$ cat src/hdl/rps_pkg.sv
package rps_pkg;
   // Timing
   localparam int CLK_HZ       = 40_000_000;
   localparam int FRAME_8K_HZ  = 8000;
   localparam int MFRAME_2K_HZ = 2000;
   localparam int F8K_CYC      = CLK_HZ / FRAME_8K_HZ;
   localparam int F2K_CYC      = CLK_HZ / MFRAME_2K_HZ;
   localparam int AMI_LOS_US   = 1000;
   localparam int AMI_LOS_CYC  = (CLK_HZ / 1_000_000) * AMI_LOS_US;
   localparam int AMI_MARKS    = 8;
   localparam int STRAP_WAIT   = 5;
   // Channel and synchroniser layout
   localparam int NCH      = 14;
   localparam int NREF     = 12;
   localparam int NSYNC    = 19;
   localparam int SY_AMI   = 12;
   localparam int SY_ALIGN = 16;
   localparam int SY_NET   = 17;
   localparam int SY_PRIM  = 18;
   localparam int CH11_IDX = 10;
   localparam int DIFF_A   = 4;
   localparam int DIFF_B   = 5;
   // Register indices, byte address is four times the index
   localparam logic [7:0] REG_TEST  = 8'h03;
   localparam logic [7:0] REG_FREQ0 = 8'h20;
   localparam logic [7:0] REG_FREQN = 8'h2d;
   localparam logic [7:0] REG_NET   = 8'h34;
   localparam logic [7:0] REG_DIFF  = 8'h35;
   localparam logic [7:0] REG_SYNC  = 8'h36;
   localparam logic [7:0] REG_STAT  = 8'h37;
   localparam logic [7:0] REG_DIVLO = 8'h46;
   localparam logic [7:0] REG_DIVHI = 8'h47;
   // Field positions
   localparam int NET_BIT    = 2;
   localparam int EDGE_BIT   = 2;
   localparam int MODE_PROGRAMMABLE_PREDIV  = 7;
   localparam int MODE_AUTO  = 6;
   localparam int BUCKET_LSB = 4;
   // Shared divisor limits
   localparam logic [13:0] DIV_N_MIN = 14'h0001;
   localparam logic [13:0] DIV_N_MAX = 14'h30d3;
   // Frequency codes
   localparam logic [3:0] CODE_8K    = 4'h0;
   localparam logic [3:0] CODE_T1E1  = 4'h1;
   localparam logic [3:0] CODE_6M48  = 4'h2;
   localparam logic [3:0] CODE_19M44 = 4'h3;
   localparam logic [3:0] CODE_25M92 = 4'h4;
   localparam logic [3:0] CODE_38M88 = 4'h5;
   localparam logic [3:0] CODE_51M84 = 4'h6;
   localparam logic [3:0] CODE_77M76 = 4'h7;
   localparam logic [3:0] CODE_155M  = 4'h8;
   // Divisors down to 8 kHz, and DV_HALF for halving the 155 MHz input
   localparam logic [14:0] DV_ONE   = 15'h0001;
   localparam logic [14:0] DV_HALF  = 15'h0002;
   localparam logic [14:0] DV_T1    = 15'h00c1;
   localparam logic [14:0] DV_E1    = 15'h0100;
   localparam logic [14:0] DV_6M48  = 15'h032a;
   localparam logic [14:0] DV_19M44 = 15'h097e;
   localparam logic [14:0] DV_25M92 = 15'h0ca8;
   localparam logic [14:0] DV_38M88 = 15'h12fc;
   localparam logic [14:0] DV_51M84 = 15'h1950;
   localparam logic [14:0] DV_77M76 = 15'h25f8;
   localparam logic [14:0] DV_155M  = 15'h4bf0;
   // Reset values
   localparam logic [NCH-1:0][7:0] FREQ_RST = {8'h01, 8'h01, 8'h01, 8'h01, 8'h03, 8'h03, 8'h03,
                                               8'h03, 8'h03, 8'h03, 8'h00, 8'h00, 8'h00, 8'h00};
   localparam logic [7:0] DIFF_RST  = 8'h01;
   localparam logic [7:0] DIVLO_RST = 8'h01;
   localparam logic [3:0] PRIO_PRIMARY   = 4'hc;
   localparam logic [3:0] PRIO_SECONDARY = 4'h1;
   // Sync rate field and bus answers
   localparam logic [1:0] SYNC_2K   = 2'h0;
   localparam logic [1:0] RESP_OK   = 2'h0;
   localparam logic [1:0] RESP_SERR = 2'h2;

   typedef struct packed {
      logic        awvalid;
      logic [11:0] awaddr;
      logic        wvalid;
      logic [31:0] wdata;
      logic [3:0]  wstrb;
      logic        bready;
      logic        arvalid;
      logic [11:0] araddr;
      logic        rready;
   } rps_axi_req_t;

   typedef struct packed {
      logic        awready;
      logic        wready;
      logic        bvalid;
      logic [1:0]  bresp;
      logic        arready;
      logic        rvalid;
      logic [31:0] rdata;
      logic [1:0]  rresp;
   } rps_axi_rsp_t;

   typedef struct packed {
      logic [NSYNC-1:0]       s1, s2, s3, lvl;
      logic [2:0]             strap_cnt;
      logic                   strap_done;
      logic [3:0]             prio11;
      logic [7:0]             test_r, net_r, diff_r, sync_r, divlo_r, divhi_r;
      logic [NCH-1:0][7:0]    freq_r;
      logic [NCH-1:0][14:0]   cnt;
      logic [NCH-1:0]         cmp_pulse, mon_en, avail;
      logic [15:0]            c8k, c2k;
      logic                   f8k, f2k;
      logic [1:0]             last_pol, seen, framed, los, err;
      logic [1:0][2:0]        marks;
      logic [1:0][15:0]       idle;
      logic                   aw_got, w_got, bvalid, rvalid;
      logic [11:0]            awaddr;
      logic [7:0]             wdata;
      logic                   wstrb0;
      logic [1:0]             bresp, rresp;
      logic [31:0]            rdata;
   } rps_state_t;
endpackage : rps_pkg

$ cat src/hdl/rps_top.sv
// The AXI4-Lite register port is this design's own decision.
`timescale 1ns/1ps
module rps_top #(
   parameter int FRAME_8K_CYC = rps_pkg::F8K_CYC,
   parameter int MFRAME_2K_CYC = rps_pkg::F2K_CYC,
   parameter int AMI_IDLE_CYC = rps_pkg::AMI_LOS_CYC
) (
   input  wire logic                        clk_in,
   input  wire logic                        rst_in,
   input  wire rps_pkg::rps_axi_req_t       axi_req_in,
   output rps_pkg::rps_axi_rsp_t            axi_rsp_out,
   input  wire logic [rps_pkg::NREF-1:0]    ref_clk_in,
   input  wire logic [1:0]                  ami_pos_in,
   input  wire logic [1:0]                  ami_neg_in,
   input  wire logic                        low_rate_align_in,
   input  wire logic                        network_select_in,
   input  wire logic                        primary_secondary_pin_in,
   input  wire logic [rps_pkg::NCH-1:0]     activity_alarm_in,
   input  wire logic [rps_pkg::NCH-1:0]     freq_oob_in,
   output logic [rps_pkg::NCH-1:0]          ref_cmp_pulse_out,
   output logic                             frame_8k_out,
   output logic                             mframe_2k_out,
   output logic                             network_type_bit_out,
   output logic [3:0]                       prio_ch11_out,
   output logic [1:0]                       lvds_sel_out,
   output logic [2*rps_pkg::NCH-1:0]        bucket_sel_out,
   output logic [rps_pkg::NCH-1:0]          freq_mon_en_out,
   output logic [rps_pkg::NCH-1:0]          ref_available_out,
   output logic [1:0]                       ami_los_out,
   output logic [1:0]                       ami_code_err_out
);
   import rps_pkg::*;

   rps_state_t st_r;
   rps_state_t st_nxt;
   logic [NSYNC-1:0] stable, rise, fall;
   logic [NCH-1:0]   ch_edge;
   logic [13:0]      n_shared;

   // Pre-divider ratio for one channel
   function automatic logic [14:0] ch_div(input logic [7:0] cfg, input logic sonet,
                                          input logic [13:0] n, input logic diff);
      logic [14:0] d;
      d = DV_ONE;
      if (cfg[MODE_PROGRAMMABLE_PREDIV]) begin
         d = 15'(n) + 15'd1;
      end else if (cfg[MODE_AUTO]) begin
         case (cfg[3:0])
            CODE_T1E1:  d = sonet ? DV_T1 : DV_E1;
            CODE_6M48:  d = DV_6M48;
            CODE_19M44: d = DV_19M44;
            CODE_25M92: d = DV_25M92;
            CODE_38M88: d = DV_38M88;
            CODE_51M84: d = DV_51M84;
            CODE_77M76: d = DV_77M76;
            CODE_155M:  d = diff ? DV_155M : DV_ONE;
            default:    d = DV_ONE;
         endcase
      end else if (diff && cfg[3:0] == CODE_155M) begin
         d = DV_HALF;
      end
      return d;
   endfunction : ch_div

   // Register index of a mapped address, valid flag in bit 8
   function automatic logic [8:0] reg_hit(input logic [11:0] addr);
      logic [7:0] idx;
      logic       ok;
      idx = addr[9:2];
      ok  = (addr[11:10] == 2'h0) && (idx == REG_TEST || (idx >= REG_FREQ0 && idx <= REG_FREQN) ||
            idx == REG_NET || idx == REG_DIFF || idx == REG_SYNC || idx == REG_STAT ||
            idx == REG_DIVLO || idx == REG_DIVHI);
      return {ok, idx};
   endfunction : reg_hit

   // Read value of a register
   function automatic logic [31:0] reg_rd(input rps_state_t s, input logic [7:0] idx);
      logic [31:0] v;
      v = 32'h0;
      if (idx >= REG_FREQ0 && idx <= REG_FREQN) begin
         v = {24'h0, s.freq_r[4'(idx - REG_FREQ0)]};
      end else begin
         case (idx)
            REG_TEST:  v = {24'h0, s.test_r};
            REG_NET:   v = {24'h0, s.net_r};
            REG_DIFF:  v = {24'h0, s.diff_r};
            REG_SYNC:  v = {24'h0, s.sync_r};
            REG_STAT:  v = {14'h0, s.err, s.los, s.avail};
            REG_DIVLO: v = {24'h0, s.divlo_r};
            REG_DIVHI: v = {24'h0, s.divhi_r};
            default:   v = 32'h0;
         endcase
      end
      return v;
   endfunction : reg_rd

   // Stable edges seen after the second and third stages agree
   assign stable = ~(st_r.s2 ^ st_r.s3);
   assign rise   = stable & st_r.s3 & ~st_r.lvl;
   assign fall   = stable & ~st_r.s3 & st_r.lvl;

   // Shared N, clamped to the legal range
   always_comb begin
      n_shared = {st_r.divhi_r[5:0], st_r.divlo_r};
      if (n_shared < DIV_N_MIN) begin
         n_shared = DIV_N_MIN;
      end else if (n_shared > DIV_N_MAX) begin
         n_shared = DIV_N_MAX;
      end
   end

   // Edge per channel; AMI channels use decoded marks
   always_comb begin
      for (int a = 0; a < 2; a++) begin
         ch_edge[a] = rise[SY_AMI + 2*a] | rise[SY_AMI + 2*a + 1];
      end
      for (int k = 2; k < NCH; k++) begin
         ch_edge[k] = st_r.test_r[EDGE_BIT] ? fall[k-2] : rise[k-2];
      end
   end

   // Next state
   always_comb begin
      logic [8:0]  hit;
      logic [14:0] dv;
      logic        mp, mn, mk, viol;
      st_nxt = st_r;
      hit    = 9'h0;
      dv     = DV_ONE;
      mp     = 1'b0;
      mn     = 1'b0;
      mk     = 1'b0;
      viol   = 1'b0;

      // Input synchronisers
      st_nxt.s1 = {primary_secondary_pin_in, network_select_in, low_rate_align_in,
                   ami_neg_in[1], ami_pos_in[1], ami_neg_in[0], ami_pos_in[0], ref_clk_in};
      st_nxt.s2 = st_r.s1;
      st_nxt.s3 = st_r.s2;
      st_nxt.lvl = (st_r.lvl & ~stable) | (st_r.s3 & stable);

      if (!st_r.strap_done) begin
         st_nxt.strap_cnt = st_r.strap_cnt + 3'd1;
         if (st_r.strap_cnt == 3'(STRAP_WAIT)) begin
            st_nxt.strap_done      = 1'b1;
            st_nxt.net_r[NET_BIT]  = st_r.lvl[SY_NET];
            st_nxt.prio11          = st_r.lvl[SY_PRIM] ? PRIO_PRIMARY : PRIO_SECONDARY;
            st_nxt.freq_r[CH11_IDX][3:0] = st_r.lvl[SY_PRIM] ? CODE_T1E1 : CODE_6M48;
         end
      end

      for (int k = 0; k < NCH; k++) begin
         dv = ch_div(st_r.freq_r[k], st_r.net_r[NET_BIT], n_shared, (k == DIFF_A) || (k == DIFF_B));
         st_nxt.cmp_pulse[k] = 1'b0;
         if (ch_edge[k]) begin
            if (st_r.cnt[k] >= dv - 15'd1) begin
               st_nxt.cmp_pulse[k] = 1'b1;
               st_nxt.cnt[k]       = 15'h0;
            end else begin
               st_nxt.cnt[k] = st_r.cnt[k] + 15'd1;
            end
         end
      end

      // AMI composite clock decoders
      for (int a = 0; a < 2; a++) begin
         mp   = rise[SY_AMI + 2*a];
         mn   = rise[SY_AMI + 2*a + 1];
         mk   = mp | mn;
         viol = st_r.seen[a] && (mn == st_r.last_pol[a]);
         st_nxt.err[a] = 1'b0;
         if (mk) begin
            st_nxt.idle[a]     = 16'h0;
            st_nxt.los[a]      = 1'b0;
            st_nxt.seen[a]     = 1'b1;
            st_nxt.last_pol[a] = mn;
            if (viol) begin
               st_nxt.err[a]    = st_r.framed[a] && (st_r.marks[a] != 3'(AMI_MARKS - 1));
               st_nxt.framed[a] = 1'b1;
               st_nxt.marks[a]  = 3'h0;
            end else if (st_r.framed[a] && st_r.marks[a] == 3'(AMI_MARKS - 1)) begin
               st_nxt.err[a]    = 1'b1;
               st_nxt.framed[a] = 1'b0;
               st_nxt.marks[a]  = 3'h0;
            end else begin
               st_nxt.marks[a] = st_r.marks[a] + 3'd1;
            end
         end else if (st_r.idle[a] == 16'(AMI_IDLE_CYC - 1)) begin
            st_nxt.los[a]    = 1'b1;
            st_nxt.framed[a] = 1'b0;
            st_nxt.seen[a]   = 1'b0;
         end else begin
            st_nxt.idle[a] = st_r.idle[a] + 16'd1;
         end
      end

      for (int k = 0; k < NCH; k++) begin
         st_nxt.mon_en[k] = ~activity_alarm_in[k] & ~((k < 2) ? st_r.los[k % 2] : 1'b0);
         st_nxt.avail[k]  = st_nxt.mon_en[k] & ~freq_oob_in[k];
      end

      // Frame and multiframe dividers
      st_nxt.f8k = (st_r.c8k == 16'(FRAME_8K_CYC - 1));
      st_nxt.f2k = (st_r.c2k == 16'(MFRAME_2K_CYC - 1));
      st_nxt.c8k = st_nxt.f8k ? 16'h0 : st_r.c8k + 16'd1;
      st_nxt.c2k = st_nxt.f2k ? 16'h0 : st_r.c2k + 16'd1;
      if (rise[SY_ALIGN]) begin
         st_nxt.c8k = 16'h0;
         if (st_r.sync_r[1:0] == SYNC_2K) begin
            st_nxt.c2k = 16'h0;
         end
      end

      // Write channel capture
      if (axi_req_in.awvalid && !st_r.aw_got && !st_r.bvalid) begin
         st_nxt.aw_got = 1'b1;
         st_nxt.awaddr = axi_req_in.awaddr;
      end
      if (axi_req_in.wvalid && !st_r.w_got && !st_r.bvalid) begin
         st_nxt.w_got  = 1'b1;
         st_nxt.wdata  = axi_req_in.wdata[7:0];
         st_nxt.wstrb0 = axi_req_in.wstrb[0];
      end
      if (st_r.bvalid && axi_req_in.bready) begin
         st_nxt.bvalid = 1'b0;
      end

      // Register write once both halves are held
      if (st_r.aw_got && st_r.w_got && !st_r.bvalid) begin
         hit           = reg_hit(st_r.awaddr);
         st_nxt.aw_got = 1'b0;
         st_nxt.w_got  = 1'b0;
         st_nxt.bvalid = 1'b1;
         st_nxt.bresp  = hit[8] ? RESP_OK : RESP_SERR;
         if (hit[8] && st_r.wstrb0) begin
            if (hit[7:0] >= REG_FREQ0 && hit[7:0] <= REG_FREQN) begin
               st_nxt.freq_r[4'(hit[7:0] - REG_FREQ0)] = st_r.wdata;
               st_nxt.cnt[4'(hit[7:0] - REG_FREQ0)] = 15'h0;
            end
            if (hit[7:0] == REG_DIVLO || hit[7:0] == REG_DIVHI) begin
               st_nxt.cnt = '0;
            end
            case (hit[7:0])
               REG_TEST:  st_nxt.test_r = st_r.wdata;
               REG_NET:   st_nxt.net_r = st_r.wdata;
               REG_DIFF:  st_nxt.diff_r = st_r.wdata;
               REG_SYNC:  st_nxt.sync_r = st_r.wdata;
               REG_DIVLO: st_nxt.divlo_r = st_r.wdata;
               REG_DIVHI: st_nxt.divhi_r = st_r.wdata;
               default:   st_nxt.test_r = st_r.test_r;
            endcase
         end
      end

      // Read channel
      if (st_r.rvalid && axi_req_in.rready) begin
         st_nxt.rvalid = 1'b0;
      end
      if (axi_req_in.arvalid && !st_r.rvalid) begin
         hit           = reg_hit(axi_req_in.araddr);
         st_nxt.rvalid = 1'b1;
         st_nxt.rresp  = hit[8] ? RESP_OK : RESP_SERR;
         st_nxt.rdata  = hit[8] ? reg_rd(st_r, hit[7:0]) : 32'h0;
      end
   end

   // State register
   always_ff @(posedge clk_in or posedge rst_in) begin
      if (rst_in) begin
         st_r         <= '0;
         st_r.freq_r  <= FREQ_RST;
         st_r.diff_r  <= DIFF_RST;
         st_r.divlo_r <= DIVLO_RST;
         st_r.prio11  <= PRIO_PRIMARY;
      end else begin
         st_r <= st_nxt;
      end
   end

   // Bus answers
   assign axi_rsp_out.awready = ~st_r.aw_got & ~st_r.bvalid;
   assign axi_rsp_out.wready  = ~st_r.w_got & ~st_r.bvalid;
   assign axi_rsp_out.bvalid  = st_r.bvalid;
   assign axi_rsp_out.bresp   = st_r.bresp;
   assign axi_rsp_out.arready = ~st_r.rvalid;
   assign axi_rsp_out.rvalid  = st_r.rvalid;
   assign axi_rsp_out.rdata   = st_r.rdata;
   assign axi_rsp_out.rresp   = st_r.rresp;

   // Block outputs
   assign ref_cmp_pulse_out    = st_r.cmp_pulse;
   assign frame_8k_out         = st_r.f8k;
   assign mframe_2k_out        = st_r.f2k;
   assign network_type_bit_out = st_r.net_r[NET_BIT];
   assign prio_ch11_out        = st_r.prio11;
   assign lvds_sel_out         = st_r.diff_r[1:0];
   assign freq_mon_en_out      = st_r.mon_en;
   assign ref_available_out    = st_r.avail;
   assign ami_los_out          = st_r.los;
   assign ami_code_err_out     = st_r.err;
   always_comb begin
      for (int k = 0; k < NCH; k++) begin
         bucket_sel_out[2*k +: 2] = st_r.freq_r[k][BUCKET_LSB +: 2];
      end
   end
endmodule : rps_top

$ cat config.mk
export PLATFORM = sky130hd
export DESIGN_NAME = rps_top
export DESIGN_NICKNAME = d
export VERILOG_FILES = /design/src/hdl/rps_pkg.sv /design/src/hdl/rps_top.sv
export SDC_FILE = /design/constraint.sdc
export NUM_CORES = 2
export LEC_CHECK = 0
export ABC_AREA = 1
export BUFFER_PORTS_ARGS = -buffer_cell sky130_fd_sc_hd__buf_4
export CORE_MARGIN = 4
export CORE_UTILIZATION = 63
export CTS_BUF_LIST = sky130_fd_sc_hd__clkbuf_4 sky130_fd_sc_hd__clkbuf_8 sky130_fd_sc_hd__clkbuf_16
export CTS_CLUSTER_SIZE = 24
export DETAILED_ROUTE_END_ITERATION = 8
export PLACE_DENSITY_LB_ADDON = 0.25
export SKIP_CTS_REPAIR_TIMING = 1
export SYNTH_ARGS = -nofsm -noshare
export SYNTH_HDL_FRONTEND = slang
export SYNTH_SLANG_ARGS = --single-unit
$ cat constraint.sdc
create_clock -name clk_in -period 24.2 [get_ports clk_in]
set_clock_uncertainty 0.2 [all_clocks]
set_input_delay 4.84 -clock clk_in [delete_from_list [all_inputs] [get_ports clk_in]]
set_output_delay 4.84 -clock clk_in [all_outputs]
set_load 0.02 [all_outputs]
==> metrics.txt <==
status=finished clean; CTS buffer count=69; Final WS setup=16.64 ns; first-pass GRT wire length=roughly 190 mm; CTS tree=yes; Crit Path Category=input port to flip-flop; flop2flop setup slack=17.06 ns; layout cells sized above 1=8.88%; chip width=about 270 um; Num Clock Sinks=619; dpl ws=16.13 ns; PD cells=56.1 nW/um2; Die ar.=72200 um2; reg2reg end=st_r[279]; Port Buffers=between 150 and 200; final wirelength=about 120 mm; Area growth syn-to-layout=8.56%; Final Hold Violating Endpoints=0; Slew @ Worst Pin=approximately 1.2 ns; Fmax=0.132 GHz; Synth area leader=dfrtp_1; DRC viols=0; Rows=95; number of synthesized flops with an enable pin=0; DR pass1 iterations=7; Worst VDD drop=0.0705 mV; main area contributors after synthesis=dfrtp_1 35%, nand2_1 11%, ha_1 8.1%; CORE AREA=around 67000 um2; reg2reg path depth=28; Final setup violation count=0; TNS Setup=0 ns; GRT overflow=0; clk_lat worst skew=0.63 ns; top-count cell post-synth=nand2_1; Relative slew margins=20.8%; Initial Utilization=63.7%; Max-Cap Viols=0; share of the synthesized area in the top cell type=35.1%; synth cell count leaders=1270 x nand2_1, 842 x inv_1, 720 x nor2_1; WHS=0.141 ns; initial antenna violation count=2; Tot GR Track Use=33.1%; DP Wirelength=between 80 and 90 mm; Power Total=2.61 mW; fraction of registers with async set/reset=between 90% and 100%; CP startpoint kind=input port; vias per inst=approximately 5.7; vias=approximately 39000; H-tree Lvls=3; crit path from=axi_req_in[7]; Final Max Tran Viols=0; clk slew on worst S/H paths=0.06 ns; min cycle time layout=7.56 ns; RSZ-0062 raised after global routing=no; Setup crit end=axi_rsp_out[9]; final core utilization=69.1%; vias in the first global route=36800; Syn Inst Count=5913; final net count=6361; worst r2r src=st_r[517]; register bit count reported by yosys=619; Post-Synthesis Cell Area=42800 um2; DRT iter0 DRCs=approximately 3700; leakage=23.3 nW; Worst setup EP type=flip-flop; Avg Inst Size Synth=7.24 um2; CP arrival=between 7 and 8 ns; Main synth FF type=dfrtp_1; Synth warnings=0; Die Ht=approximately 270 um; largest net degree at the start of global routing=around 160; period utilization=31.3%; sequential area share after synthesis=between 30% and 40%; HP Class=flip-flop to flip-flop; post-synth cell types=70; number of nets still failing antenna checks after routing=0; crit path max fanout=9; CTS Root Cell=clkbuf_16; WP data required=24.52 ns; WL per Instance=17.6 um; routability congestion estimate=0.975; Clock Path Buffers=3; I/O pin count=238
-- report_power, final --
part / internal [mW] / total (mW) / leakage, nW / switching [mW]
Combinational: 0.103 / 0.361 / 14.0 / 0.258
Clock: 0.633 / 1.09 / 1.18 / 0.458
Sequential: 1.10 / 1.16 / 8.19 / 0.0580
-- worst max-delay path, stage by stage --
cell	delay [ns]
buf_4	0.13
inv_1	0.06
nand2_1	0.11
nor3b_1	0.65
nand3_1	0.43
nand2_1	0.16
nor4_1	0.11
nor4_2	0.80
nand2_1	0.32
o21ai_0	0.28
-- layout by cell type, fill, tap and decap left out, drive strengths merged, types with 12 or more instances in the layout --
| cell | n |
|---|---|
| a211oi | 20 |
| a21oi | 281 |
| a31oi | 22 |
| buf | 216 |
| clkbuf | 97 |
| clkinv | 30 |
| conb | 17 |
| dfrtp | 600 |
| dfstp | 19 |
| ha | 278 |
| inv | 860 |
| nand2 | 1287 |
| nand3 | 395 |
| nand3b | 12 |
| nand4 | 109 |
| nor2 | 790 |
| nor3 | 141 |
| nor3b | 59 |
| nor4 | 34 |
| o211ai | 14 |
| o21ai | 397 |
| o22ai | 73 |
| xnor2 | 36 |
| xor2 | 127 |
-- per-stage QoR --
stage	cell area, um2	instances
detailed placement	44100	6771
floorplan	42900	5929
global placement	44100	6771
finish	46500	6899
CTS	46500	6897
global route	46500	6897
-- logic make-up after synthesis --
family	synth area share, %
other	0.00876
muxes	0.278
AOI/OAI and AO/OA	11.1
and+or+nand+nor	29.7
DFF	36.2
xor gates and xnor gates	3.33
buffers and inverters	11.2
adders and majority gates	8.17
-- per-layer routing --
metal	wire length, um	share of wire [%]	vias to the layer above	track usage (%)
li1	-	-	19200	-
met1	50200	41	18300	44.0
met2	55000	45	1558	54.1
met3	10100	8.3	336	5.67
met4	6170	5.1	0	14.3
met5	0	0	-	0
-- cell type report --
type / instances / area, um2
Clock buffer: 97 / 2000
Multi-Input combinational cell: 4194 / 22600
Fill cell: 5606 / 20800
Sequential cell: 619 / 15500
Inverter: 869 / 3270
Clock inverter: 29 / 398
Timing Repair Buffer: 216 / 1630
Antenna cell: 2 / 5.00
Tap cell: 873 / 1090
-- worst min path at each step --
stage | cells after the start | end | slack [ns] | start
5_1_grt | 0 | st_nxt[587] | 0.16 | st_nxt[606]
4_1_cts | 0 | st_nxt[592] | 0.14 | st_nxt[611]
2_1_floorplan | 0 | st_nxt[582] | 0.13 | st_nxt[601]
3_3_place_gp | 0 | st_nxt[585] | 0.13 | st_nxt[604]
3_5_place_dp | 0 | st_nxt[598] | 0.14 | st_nxt[617]
6_report | 0 | st_nxt[592] | 0.14 | st_nxt[611]
No activity file was read; power rests on OpenSTA's default activity.
